## config.mk

```make
export PLATFORM = sky130hd
export DESIGN_NAME = tcpc_port_ctrl
export DESIGN_NICKNAME = d
export VERILOG_FILES = /design/src/core/tcpc_pkg.sv /design/src/core/tcpc_port_ctrl.sv
export VERILOG_INCLUDE_DIRS = /design/src /design/src/core
export SDC_FILE = /design/constraint.sdc
export NUM_CORES = 1
export LEC_CHECK = 0
export BUFFER_PORTS_ARGS = -buffer_cell sky130_fd_sc_hd__buf_2
export CELL_PAD_IN_SITES_DETAIL_PLACEMENT = 2
export CELL_PAD_IN_SITES_GLOBAL_PLACEMENT = 2
export CORE_MARGIN = 8
export CORE_UTILIZATION = 41
export CTS_BUF_LIST = sky130_fd_sc_hd__clkbuf_4 sky130_fd_sc_hd__clkbuf_8 sky130_fd_sc_hd__clkbuf_16
export CTS_CLUSTER_DIAMETER = 120
export DETAILED_ROUTE_END_ITERATION = 10
export GPL_TIMING_DRIVEN = 0
export PLACE_DENSITY = 0.92
export SYNTH_ARGS = -nofsm -noshare
export SYNTH_HDL_FRONTEND = slang
export SYNTH_SLANG_ARGS = --single-unit
```

## constraint.sdc

```tcl
create_clock -name clk_i -period 6 [get_ports clk_i]
set_input_delay 1.2 -clock clk_i [delete_from_list [all_inputs] [get_ports clk_i]]
set_output_delay 1.2 -clock clk_i [all_outputs]
set_load 0.02 [all_outputs]
```

## src/core/tcpc_defines.svh

```systemverilog
// Constants for the Type-C configuration channel port controller
// --------------------------------------------------------------
// Behaviour
// - Role strap is sampled only at reset and held until next reset.
// - Strap high: source only, pull-ups on both CC pins always.
// - Strap low: sink only, pull-downs on both CC pins always.
// - Strap floating: dual role, toggling source and sink until attach.
// - Sink attach needs debounced CC and bus-power detection.
// - Source advertises default current when level input is low.
// - Source advertises 1.5 A on mid level, 3 A on high.
// - Sink reports detected level on two status outputs per table.
// - Bus power decides sink attach, detach and dual-role resolution.
// - Orientation output low for CC1, released high for CC2.
// - VCONN to unused pin only in attached source with Ra there.
// - VCONN withdrawn on detach.
// - Start in unattached sink state after power-up, then follow role.
// - Unattached, attach-wait, attached states per role family.
// - Attach shown on attach flag as source, status outputs as sink.
// - Leave attached on unplug, or bus-power loss when sink.
// - CC level changes debounced 168 ms.
// - Bus-power sense debounced 2 ms.
// - Dual-role toggle period 75 ms, source for 30 percent.
// --------------------------------------------------------------
`ifndef TCPC_DEFINES_SVH
`define TCPC_DEFINES_SVH

`define TCPC_CLK_MHZ 100
`define TCPC_CC_DB_MS 168
`define TCPC_VBUS_DB_MS 2
`define TCPC_DRP_PERIOD_MS 75
`define TCPC_DRP_SRC_PCT 30
`define TCPC_CC_DB_CYC (`TCPC_CC_DB_MS * 1000 * `TCPC_CLK_MHZ)
`define TCPC_VBUS_DB_CYC (`TCPC_VBUS_DB_MS * 1000 * `TCPC_CLK_MHZ)
`define TCPC_DRP_PERIOD_CYC (`TCPC_DRP_PERIOD_MS * 1000 * `TCPC_CLK_MHZ)
`define TCPC_DRP_SRC_CYC (`TCPC_DRP_PERIOD_CYC * `TCPC_DRP_SRC_PCT / 100)

// Tri-level encodings for strap and advertisement level
`define TCPC_TRI_LOW 2'h0
`define TCPC_TRI_MID 2'h1
`define TCPC_TRI_HIGH 2'h2

// Detected CC level encodings
`define TCPC_CC_OPEN 2'h0
`define TCPC_CC_RA 2'h1
`define TCPC_CC_RD 2'h2

`endif

```

## src/core/tcpc_pkg.sv

```systemverilog
// Types for the Type-C configuration channel port controller
package tcpc_pkg;
  typedef enum logic [1:0] {
    TCPC_ROLE_SRC,
    TCPC_ROLE_SNK,
    TCPC_ROLE_DRP
  } tcpc_role_t;

  typedef enum logic [2:0] {
    TCPC_UNATT_SNK,
    TCPC_WAIT_SNK,
    TCPC_ATT_SNK,
    TCPC_UNATT_SRC,
    TCPC_WAIT_SRC,
    TCPC_ATT_SRC
  } tcpc_state_t;
endpackage

```

## src/core/tcpc_port_ctrl.sv

```systemverilog
// Type-C configuration channel port controller, single-clock logic
`timescale 1ns/10ps
`include "tcpc_defines.svh"

module tcpc_port_ctrl #(
  parameter int CC_DB_CYC = `TCPC_CC_DB_CYC,
  parameter int VBUS_DB_CYC = `TCPC_VBUS_DB_CYC,
  parameter int DRP_PERIOD_CYC = `TCPC_DRP_PERIOD_CYC,
  parameter int DRP_SRC_CYC = `TCPC_DRP_SRC_CYC
) (
  // Clock, reset, enable
  input wire logic clk_i,
  input wire logic rst_i,
  input wire logic ce_i,
  // Straps
  input wire logic [1:0] role_strap_i,
  input wire logic [1:0] adv_level_i,
  // Comparator results per CC pin
  input wire logic [1:0] cc1_level_i,
  input wire logic [1:0] cc2_level_i,
  input wire logic [1:0] cc_sink_level_i,
  input wire logic bus_power_sense_i,
  // Termination control
  output logic cc_pullup_o,
  output logic cc_pulldown_o,
  output logic [1:0] adv_current_o,
  output logic vconn_cc1_o,
  output logic vconn_cc2_o,
  // Open-drain status pins, enable high means pulled low; state_o is a plain state code
  output logic dir_oe_o,
  output logic source_attach_flag_oe_o,
  output logic sink_level_status_a_oe_o,
  output logic sink_level_status_b_oe_o,
  output logic [2:0] state_o
);

  localparam int CNT_W = 32;

  // --------------------------------------------------------------
  // Parameter checks
  // --------------------------------------------------------------
  // Counters are 32 bits wide, so every count must be positive
  if (CC_DB_CYC < 1) begin
    $error("tcpc_port_ctrl: CC debounce count must be positive");
  end
  if (VBUS_DB_CYC < 1) begin
    $error("tcpc_port_ctrl: bus-power debounce count must be positive");
  end
  if (DRP_PERIOD_CYC < 2) begin
    $error("tcpc_port_ctrl: toggle period too short");
  end
  if (DRP_SRC_CYC < 1 || DRP_SRC_CYC >= DRP_PERIOD_CYC) begin
    $error("tcpc_port_ctrl: source share must lie inside the period");
  end

  // --------------------------------------------------------------
  // Helpers
  // --------------------------------------------------------------
  // Saturating timer step
  function automatic logic [CNT_W-1:0] step(input logic [CNT_W-1:0] c);
    step = (c == {CNT_W{1'b1}}) ? c : c + 32'h00000001;
  endfunction

  // Pull-ups stand in every source-family state
  function automatic logic src_family(input tcpc_pkg::tcpc_state_t s);
    case (s)
      tcpc_pkg::TCPC_UNATT_SRC: src_family = 1'b1;
      tcpc_pkg::TCPC_WAIT_SRC: src_family = 1'b1;
      tcpc_pkg::TCPC_ATT_SRC: src_family = 1'b1;
      default: src_family = 1'b0;
    endcase
  endfunction

  // A partner has been seen, so the orientation output means something
  function automatic logic src_engaged(input tcpc_pkg::tcpc_state_t s);
    case (s)
      tcpc_pkg::TCPC_WAIT_SRC: src_engaged = 1'b1;
      tcpc_pkg::TCPC_ATT_SRC: src_engaged = 1'b1;
      default: src_engaged = 1'b0;
    endcase
  endfunction

  function automatic logic snk_engaged(input tcpc_pkg::tcpc_state_t s);
    case (s)
      tcpc_pkg::TCPC_WAIT_SNK: snk_engaged = 1'b1;
      tcpc_pkg::TCPC_ATT_SNK: snk_engaged = 1'b1;
      default: snk_engaged = 1'b0;
    endcase
  endfunction

  // --------------------------------------------------------------
  // Role strap
  // --------------------------------------------------------------
  // Strap caught on the first enabled edge after reset release only
  logic strap_done;
  tcpc_pkg::tcpc_role_t strap_role;
  always_ff @(posedge clk_i) begin
    if (rst_i) begin
      strap_done <= 1'b0;
      strap_role <= tcpc_pkg::TCPC_ROLE_SNK;
    end else if (ce_i && !strap_done) begin
      strap_done <= 1'b1;
      case (role_strap_i)
        `TCPC_TRI_HIGH: strap_role <= tcpc_pkg::TCPC_ROLE_SRC;
        `TCPC_TRI_LOW: strap_role <= tcpc_pkg::TCPC_ROLE_SNK;
        default: strap_role <= tcpc_pkg::TCPC_ROLE_DRP;
      endcase
    end
  end

  // --------------------------------------------------------------
  // CC debouncer
  // --------------------------------------------------------------
  logic [1:0] cc1_seen;
  logic [1:0] cc2_seen;
  logic [1:0] snk_seen;
  logic [CNT_W-1:0] cc_cnt;
  logic [1:0] cc1_stable;
  logic [1:0] cc2_stable;
  // Shared by both attach-wait states, so the sink pin restarts it too
  logic cc_settled;
  assign cc_settled = cc_cnt >= CNT_W'(CC_DB_CYC);

  always_ff @(posedge clk_i) begin
    if (rst_i) begin
      cc1_seen <= `TCPC_CC_OPEN;
      cc2_seen <= `TCPC_CC_OPEN;
      snk_seen <= `TCPC_CC_OPEN;
      cc_cnt <= 32'h00000000;
      cc1_stable <= `TCPC_CC_OPEN;
      cc2_stable <= `TCPC_CC_OPEN;
    end else if (ce_i) begin
      cc1_seen <= cc1_level_i;
      cc2_seen <= cc2_level_i;
      snk_seen <= cc_sink_level_i;
      if (cc1_level_i != cc1_seen || cc2_level_i != cc2_seen ||
          cc_sink_level_i != snk_seen) begin
        cc_cnt <= 32'h00000000;
      end else begin
        cc_cnt <= step(cc_cnt);
      end
      if (cc_settled) begin
        cc1_stable <= cc1_seen;
        cc2_stable <= cc2_seen;
      end
    end
  end

  // --------------------------------------------------------------
  // Bus-power debouncer
  // --------------------------------------------------------------
  logic vbus_seen;
  logic [CNT_W-1:0] vbus_cnt;
  logic vbus_ok;
  always_ff @(posedge clk_i) begin
    if (rst_i) begin
      vbus_seen <= 1'b0;
      vbus_cnt <= 32'h00000000;
      vbus_ok <= 1'b0;
    end else if (ce_i) begin
      vbus_seen <= bus_power_sense_i;
      if (bus_power_sense_i != vbus_seen) begin
        vbus_cnt <= 32'h00000000;
      end else begin
        vbus_cnt <= step(vbus_cnt);
      end
      if (!vbus_seen) begin
        vbus_ok <= 1'b0; // Loss acts at once so detach is prompt
      end else if (vbus_cnt >= CNT_W'(VBUS_DB_CYC)) begin
        vbus_ok <= 1'b1;
      end
    end
  end

  // --------------------------------------------------------------
  // Dual-role toggle timer
  // --------------------------------------------------------------
  logic [CNT_W-1:0] drp_cnt;
  always_ff @(posedge clk_i) begin
    if (rst_i) begin
      drp_cnt <= 32'h00000000;
    end else if (ce_i) begin
      if (drp_cnt >= CNT_W'(DRP_PERIOD_CYC - 1)) begin
        drp_cnt <= 32'h00000000;
      end else begin
        drp_cnt <= drp_cnt + 32'h00000001;
      end
    end
  end
  logic drp_src_time;
  assign drp_src_time = drp_cnt < CNT_W'(DRP_SRC_CYC);

  // --------------------------------------------------------------
  // Attach state machine
  // --------------------------------------------------------------
  logic src_seen_rd;
  logic snk_seen_rp;
  logic src_gone;
  assign src_seen_rd = (cc1_stable == `TCPC_CC_RD) != (cc2_stable == `TCPC_CC_RD);
  assign snk_seen_rp = (cc_sink_level_i != `TCPC_CC_OPEN);
  assign src_gone = (cc1_stable != `TCPC_CC_RD) && (cc2_stable != `TCPC_CC_RD);

  tcpc_pkg::tcpc_state_t state;
  tcpc_pkg::tcpc_state_t next_state;
  always_comb begin
    next_state = state;
    case (state)
      tcpc_pkg::TCPC_UNATT_SNK: begin
        if (!strap_done) begin
          next_state = state;
        end else if (strap_role == tcpc_pkg::TCPC_ROLE_SRC) begin
          next_state = tcpc_pkg::TCPC_UNATT_SRC;
        end else if (snk_seen_rp) begin
          next_state = tcpc_pkg::TCPC_WAIT_SNK;
        end else if (strap_role == tcpc_pkg::TCPC_ROLE_DRP && drp_src_time) begin
          next_state = tcpc_pkg::TCPC_UNATT_SRC;
        end
      end
      tcpc_pkg::TCPC_WAIT_SNK: begin
        if (!snk_seen_rp) begin
          next_state = tcpc_pkg::TCPC_UNATT_SNK;
        end else if (cc_settled && vbus_ok) begin
          next_state = tcpc_pkg::TCPC_ATT_SNK;
        end
      end
      tcpc_pkg::TCPC_ATT_SNK: begin
        if (!vbus_seen || !snk_seen_rp) begin
          next_state = tcpc_pkg::TCPC_UNATT_SNK;
        end
      end
      tcpc_pkg::TCPC_UNATT_SRC: begin
        if (src_seen_rd) begin
          next_state = tcpc_pkg::TCPC_WAIT_SRC;
        end else if (strap_role == tcpc_pkg::TCPC_ROLE_DRP && !drp_src_time) begin
          next_state = tcpc_pkg::TCPC_UNATT_SNK;
        end
      end
      tcpc_pkg::TCPC_WAIT_SRC: begin
        if (!src_seen_rd) begin
          next_state = tcpc_pkg::TCPC_UNATT_SRC;
        end else if (cc_settled) begin
          next_state = tcpc_pkg::TCPC_ATT_SRC;
        end
      end
      tcpc_pkg::TCPC_ATT_SRC: begin
        if (src_gone) begin
          next_state = tcpc_pkg::TCPC_UNATT_SRC;
        end
      end
      default: next_state = tcpc_pkg::TCPC_UNATT_SNK;
    endcase
  end

  always_ff @(posedge clk_i) begin
    if (rst_i) begin
      state <= tcpc_pkg::TCPC_UNATT_SNK;
    end else if (ce_i) begin
      state <= next_state;
    end
  end

  // --------------------------------------------------------------
  // Outputs
  // --------------------------------------------------------------
  logic is_src_next;
  assign is_src_next = src_family(next_state);

  always_ff @(posedge clk_i) begin
    if (rst_i) begin
      cc_pullup_o <= 1'b0;
      cc_pulldown_o <= 1'b1;
      adv_current_o <= `TCPC_TRI_LOW;
    end else if (ce_i) begin
      cc_pullup_o <= is_src_next;
      cc_pulldown_o <= !is_src_next;
      case (adv_level_i)
        `TCPC_TRI_MID: adv_current_o <= `TCPC_TRI_MID;
        `TCPC_TRI_HIGH: adv_current_o <= `TCPC_TRI_HIGH;
        default: adv_current_o <= `TCPC_TRI_LOW;
      endcase
    end
  end

  always_ff @(posedge clk_i) begin
    if (rst_i) begin
      vconn_cc1_o <= 1'b0;
      vconn_cc2_o <= 1'b0;
    end else if (ce_i) begin
      // Removal follows the detach transition at once
      vconn_cc1_o <= next_state == tcpc_pkg::TCPC_ATT_SRC &&
                     cc1_stable == `TCPC_CC_RA && cc2_stable == `TCPC_CC_RD;
      vconn_cc2_o <= next_state == tcpc_pkg::TCPC_ATT_SRC &&
                     cc2_stable == `TCPC_CC_RA && cc1_stable == `TCPC_CC_RD;
    end
  end

  // --------------------------------------------------------------
  // Status pins
  // --------------------------------------------------------------
  always_ff @(posedge clk_i) begin
    if (rst_i) begin
      dir_oe_o <= 1'b0;
    end else if (ce_i) begin
      if (src_engaged(next_state)) begin
        dir_oe_o <= cc1_stable == `TCPC_CC_RD;
      end else if (snk_engaged(next_state)) begin
        dir_oe_o <= cc1_level_i != `TCPC_CC_OPEN;
      end
    end
  end

  always_ff @(posedge clk_i) begin
    if (rst_i) begin
      state_o <= 3'h0;
    end else if (ce_i) begin
      state_o <= next_state;
    end
  end

  always_ff @(posedge clk_i) begin
    if (rst_i) begin
      source_attach_flag_oe_o <= 1'b0;
    end else if (ce_i) begin
      source_attach_flag_oe_o <= next_state == tcpc_pkg::TCPC_ATT_SRC;
    end
  end

  // Level pins double as the sink's attach sign; unattached leaves both released
  always_ff @(posedge clk_i) begin
    if (rst_i) begin
      sink_level_status_a_oe_o <= 1'b0;
      sink_level_status_b_oe_o <= 1'b0;
    end else if (ce_i) begin
      if (next_state == tcpc_pkg::TCPC_ATT_SNK) begin
        case (cc_sink_level_i)
          `TCPC_TRI_MID: begin
            sink_level_status_a_oe_o <= 1'b1;
            sink_level_status_b_oe_o <= 1'b0;
          end
          `TCPC_TRI_HIGH: begin
            sink_level_status_a_oe_o <= 1'b1;
            sink_level_status_b_oe_o <= 1'b1;
          end
          default: begin
            sink_level_status_a_oe_o <= 1'b0;
            sink_level_status_b_oe_o <= 1'b1;
          end
        endcase
      end else begin
        sink_level_status_a_oe_o <= 1'b0;
        sink_level_status_b_oe_o <= 1'b0;
      end
    end
  end

endmodule

```

==> flow_summary.yaml <==
routing:
  drt_pass_1_iters: 5
  remaining_drc_errors: 0
  routed-via-count: 6114
  drt-vias-per-instance: 6.21
  totalWireLength_mm: 25.4
  avgRoutedWirePerCell_um: 25.8
  ant_nets: 0
  first_iter_violations: 372
logic_synthesis:
  avgSynthCellArea_um2: 8.34
  synthesis.instances: 739
  synth_flop_cell: "dfxtp_1"
  cell_taking_the_most_area_after_synthesis: "dfxtp_1"
  synth.area.top_cells: "dfxtp_1, xnor2_1, nor2_1, xor2_1, nor3_1"
  post-synth-top-count-cell: "dfxtp_1"
  synth-edff-count: 0
  ys_seq_elements: 124
  mappedNetlistArea_um2: 6160
  synth_warnings: 0
  synth_fp_nets: 761
  synthTopCellsByCount: "dfxtp_1, nor2_1, nand2_1"
  async_flop_share: 0
  synth_largest_type_area_fraction: 0.403
  synth-seq-area-share: 0.403
  ys_types: 58
die:
  floorplan.die.height_um: 139
  die_area_um2: 19200
  floorplan.initialDensity: 0.413
  io-pin-count: 27
  die_w_um: 139
  fp-row-count: 45
  core-area_um2: 14900
clock_tree:
  holdBufCountCts: 0
  cts_setup_buffers: 0
  cts_h_tree_depth: 4
  root_buffer: "clkbuf_16"
  cts-buffers-inserted: 17
  count_of_cells_resized_by_post_cts_repair: 0
  clk_buf_depth: 2
  cts_num_sinks: 124
  clk_pin_slew_worst_paths_ps: 60
  worstSkewPairLatency_ps: 440
  clock_tree_from_tritoncts: "built"
setup_path:
  cpPeakStageDelay_ps: 760
  crit_chain: "buf_2 -> xor2_1 -> nor4_1 -> nand3_1 -> o311ai_2 -> buf_2 -> nor3_1 -> xnor2_1 -> nor2_1"
  crit_path_end_kind: "flop"
  worstSetupStartpoint: "cc2_level_i[0]"
  crit-reg2reg-launch: "vbus_cnt[12]"
  most_prevalent_standard_cell_on_the_critical_path: "buf_2"
  rr_worst_depth: 8
  required_ps: 6300
  r2r_setup_slack_ps: 2720
  endpoint_of_the_lowest_slack_register_to_register_path: "vbus_cnt[0]"
  timing.setup.critical_path_class: "in -> reg"
  worst-path-max-fanout: 10
  crit_path_top_delay_cell: "o311ai_2"
  crit_path_capture: "cc_cnt[16]"
  cp-start-kind: "primary input"
  cp.arrival_ps: 3820
timing:
  worst_pin_slew_ps: 910
  finalHoldViolations: 0
  setup_repair_after_global_routing_missed_its_margin: "no"
  slew_violations: 0
  period_needed_ps: 3530
  worst_clock_skew_ps: 12.8
  report.final.setup_viol: 0
  setup_total_negative_slack_ps: 0
  slew_headroom: 0.394
  fin_crit_sh: 0.588
  fmax_ghz: 0.284
finish:
  area_growth_syn_to_layout_pct: 15.5
  design.final.nets: 805
  finalNonFillerCells: 984
  drive_gt1_frac: 0.0893
grt:
  grt_antenna_before_repair: 1
  vias_in_the_first_global_route: 6807
  grt.overflow.total: 0
  grt_max_degree: 17
  grt_pass1_wl_mm: 39.7
  grt.total_usage: 0.262
placed_design:
  place_inst: 952
  gp_congestion: 0.839
  placement.io_buffers: 25
  detailed_place_hpwl_mm: 15.3
power:
  p_leak_nw: 2.48
  report.power.total_mw: 2.02
  combPwrFrac: 0.057
  ir_worst_vdd_mv: 0.220
  sequential_power_share: 0.419
  net-switching-power_mw: 0.491
  p_int_mw: 1.53
  clock_share_of_power: 0.524
  fraction_of_power_spent_switching_nets: 0.243
  power.density_nw_per_um2: 284
status:
  run_status: "finished clean"
worst_hold_path:
  worstHoldStart: "vconn_cc1_o"
  worstHoldPathType: "reg -> reg"
job:
  max_cap_violations: 0
-- registers in the layout, indices dropped and copies added, names as in the netlist, 2 cells and up --
signal / flops
cc2_stable: 2
drp_cnt: 32
cc1_stable: 2
cc_cnt: 32
snk_seen: 2
adv_current_o: 2
cc1_seen: 2
vbus_cnt: 32
strap_role: 2
cc2_seen: 2
state_o: 3
-- placed cells by master (no fill, tap or decap), types with 2 or more instances in the layout --
cell / count
clkbuf_8: 4
o31ai_1: 2
or3_1: 15
nand2_1: 59
dfxtp_1: 124
nand3_1: 37
clkinv_2: 4
o21ai_0: 14
nor4_1: 18
or4_1: 7
a21oi_1: 26
and3_1: 10
a21o_1: 2
a211oi_1: 5
o31a_1: 2
and2_1: 5
nand4_1: 27
buf_1: 2
a41o_1: 2
buf_6: 2
clkbuf_16: 17
nor2_1: 105
ha_1: 8
a211o_1: 4
inv_1: 15
nand2b_1: 8
clkbuf_4: 3
and4_1: 14
nand3b_1: 2
nor3_1: 56
nor3b_1: 2
o21ai_1: 5
mux2i_1: 15
buf_2: 29
xnor2_1: 52
bufinv_16: 2
xor2_1: 35
nor4b_1: 5
clkbuf_1: 26
-- critical path: cells and delay by family --
family          cells  cell delay (ps)
xor+xnor            2              360
compound gates      1              760
buf+inv             2              520
simple gates        4              980
-- worst min-delay path by stage --
stage / end / cells after the start
2_1_floorplan: strap_done / 2
3_3_place_gp: adv_current_o[0] / 2
3_5_place_dp: adv_current_o[0] / 2
4_1_cts: source_attach_flag_oe_o / 2
5_1_grt: source_attach_flag_oe_o / 2
6_report: vconn_cc1_o / 2
-- logic make-up after synthesis --
| kind of cell | count (synthesis) | share of synthesized area |
|---|---|---|
| AOI/OAI and AO/OA | 76 | 0.0853 |
| xor gates and xnor gates | 87 | 0.124 |
| adders and majority gates | 8 | 0.0163 |
| buffers and inverters | 50 | 0.0337 |
| DFF | 124 | 0.403 |
| muxes | 15 | 0.0244 |
| and+or+nand+nor | 379 | 0.314 |
-- metrics by stage --
| step | utilization | hold slack (ps) | area, um2 | worst slack [ps] |
|---|---|---|---|---|
| after floorplan | - | 440 | 6160 | 2980 |
| after global placement | 0.437 | 450 | 6520 | 2300 |
| after detailed placement | 0.437 | 461 | 6520 | 2210 |
| after CTS | 0.477 | 483 | 7110 | 2520 |
| after global routing | 0.477 | 496 | 7110 | 2390 |
| final | 0.477 | 480 | 7110 | 2470 |
-- cell type report --
class	instances	area (um2)
Fill cell	1627	7810
Multi-Input combinational cell	565	3470
Sequential cell	124	2480
Clock buffer	24	503
Tap cell	188	235
Buffer	34	148
Timing Repair Buffer	25	125
Clock inverter	7	87.6
Inverter	16	60.1
Antenna cell	1	2.50
-- metal layers --
metal / part of all wire / routed length (um) / GRT usage
met2: 0.52 / 13200 / 0.468
met4: 0.033 / 846 / 0.122
met5: 0 / 0 / 0
met1: 0.40 / 10200 / 0.285
met3: 0.045 / 1130 / 0.0658
-- power by group through the flow --
stage                     Sequential, mW  Combinational [mW]  Clock [mW]
after floorplan                    0.864              0.0597           0
after global placement             0.861              0.0956           0
after detailed placement           0.863               0.104           0
after CTS                          0.846               0.114        1.07
after global routing               0.847               0.121        1.10
final                              0.847               0.115        1.06
No activity file was read; power rests on OpenSTA's default activity.
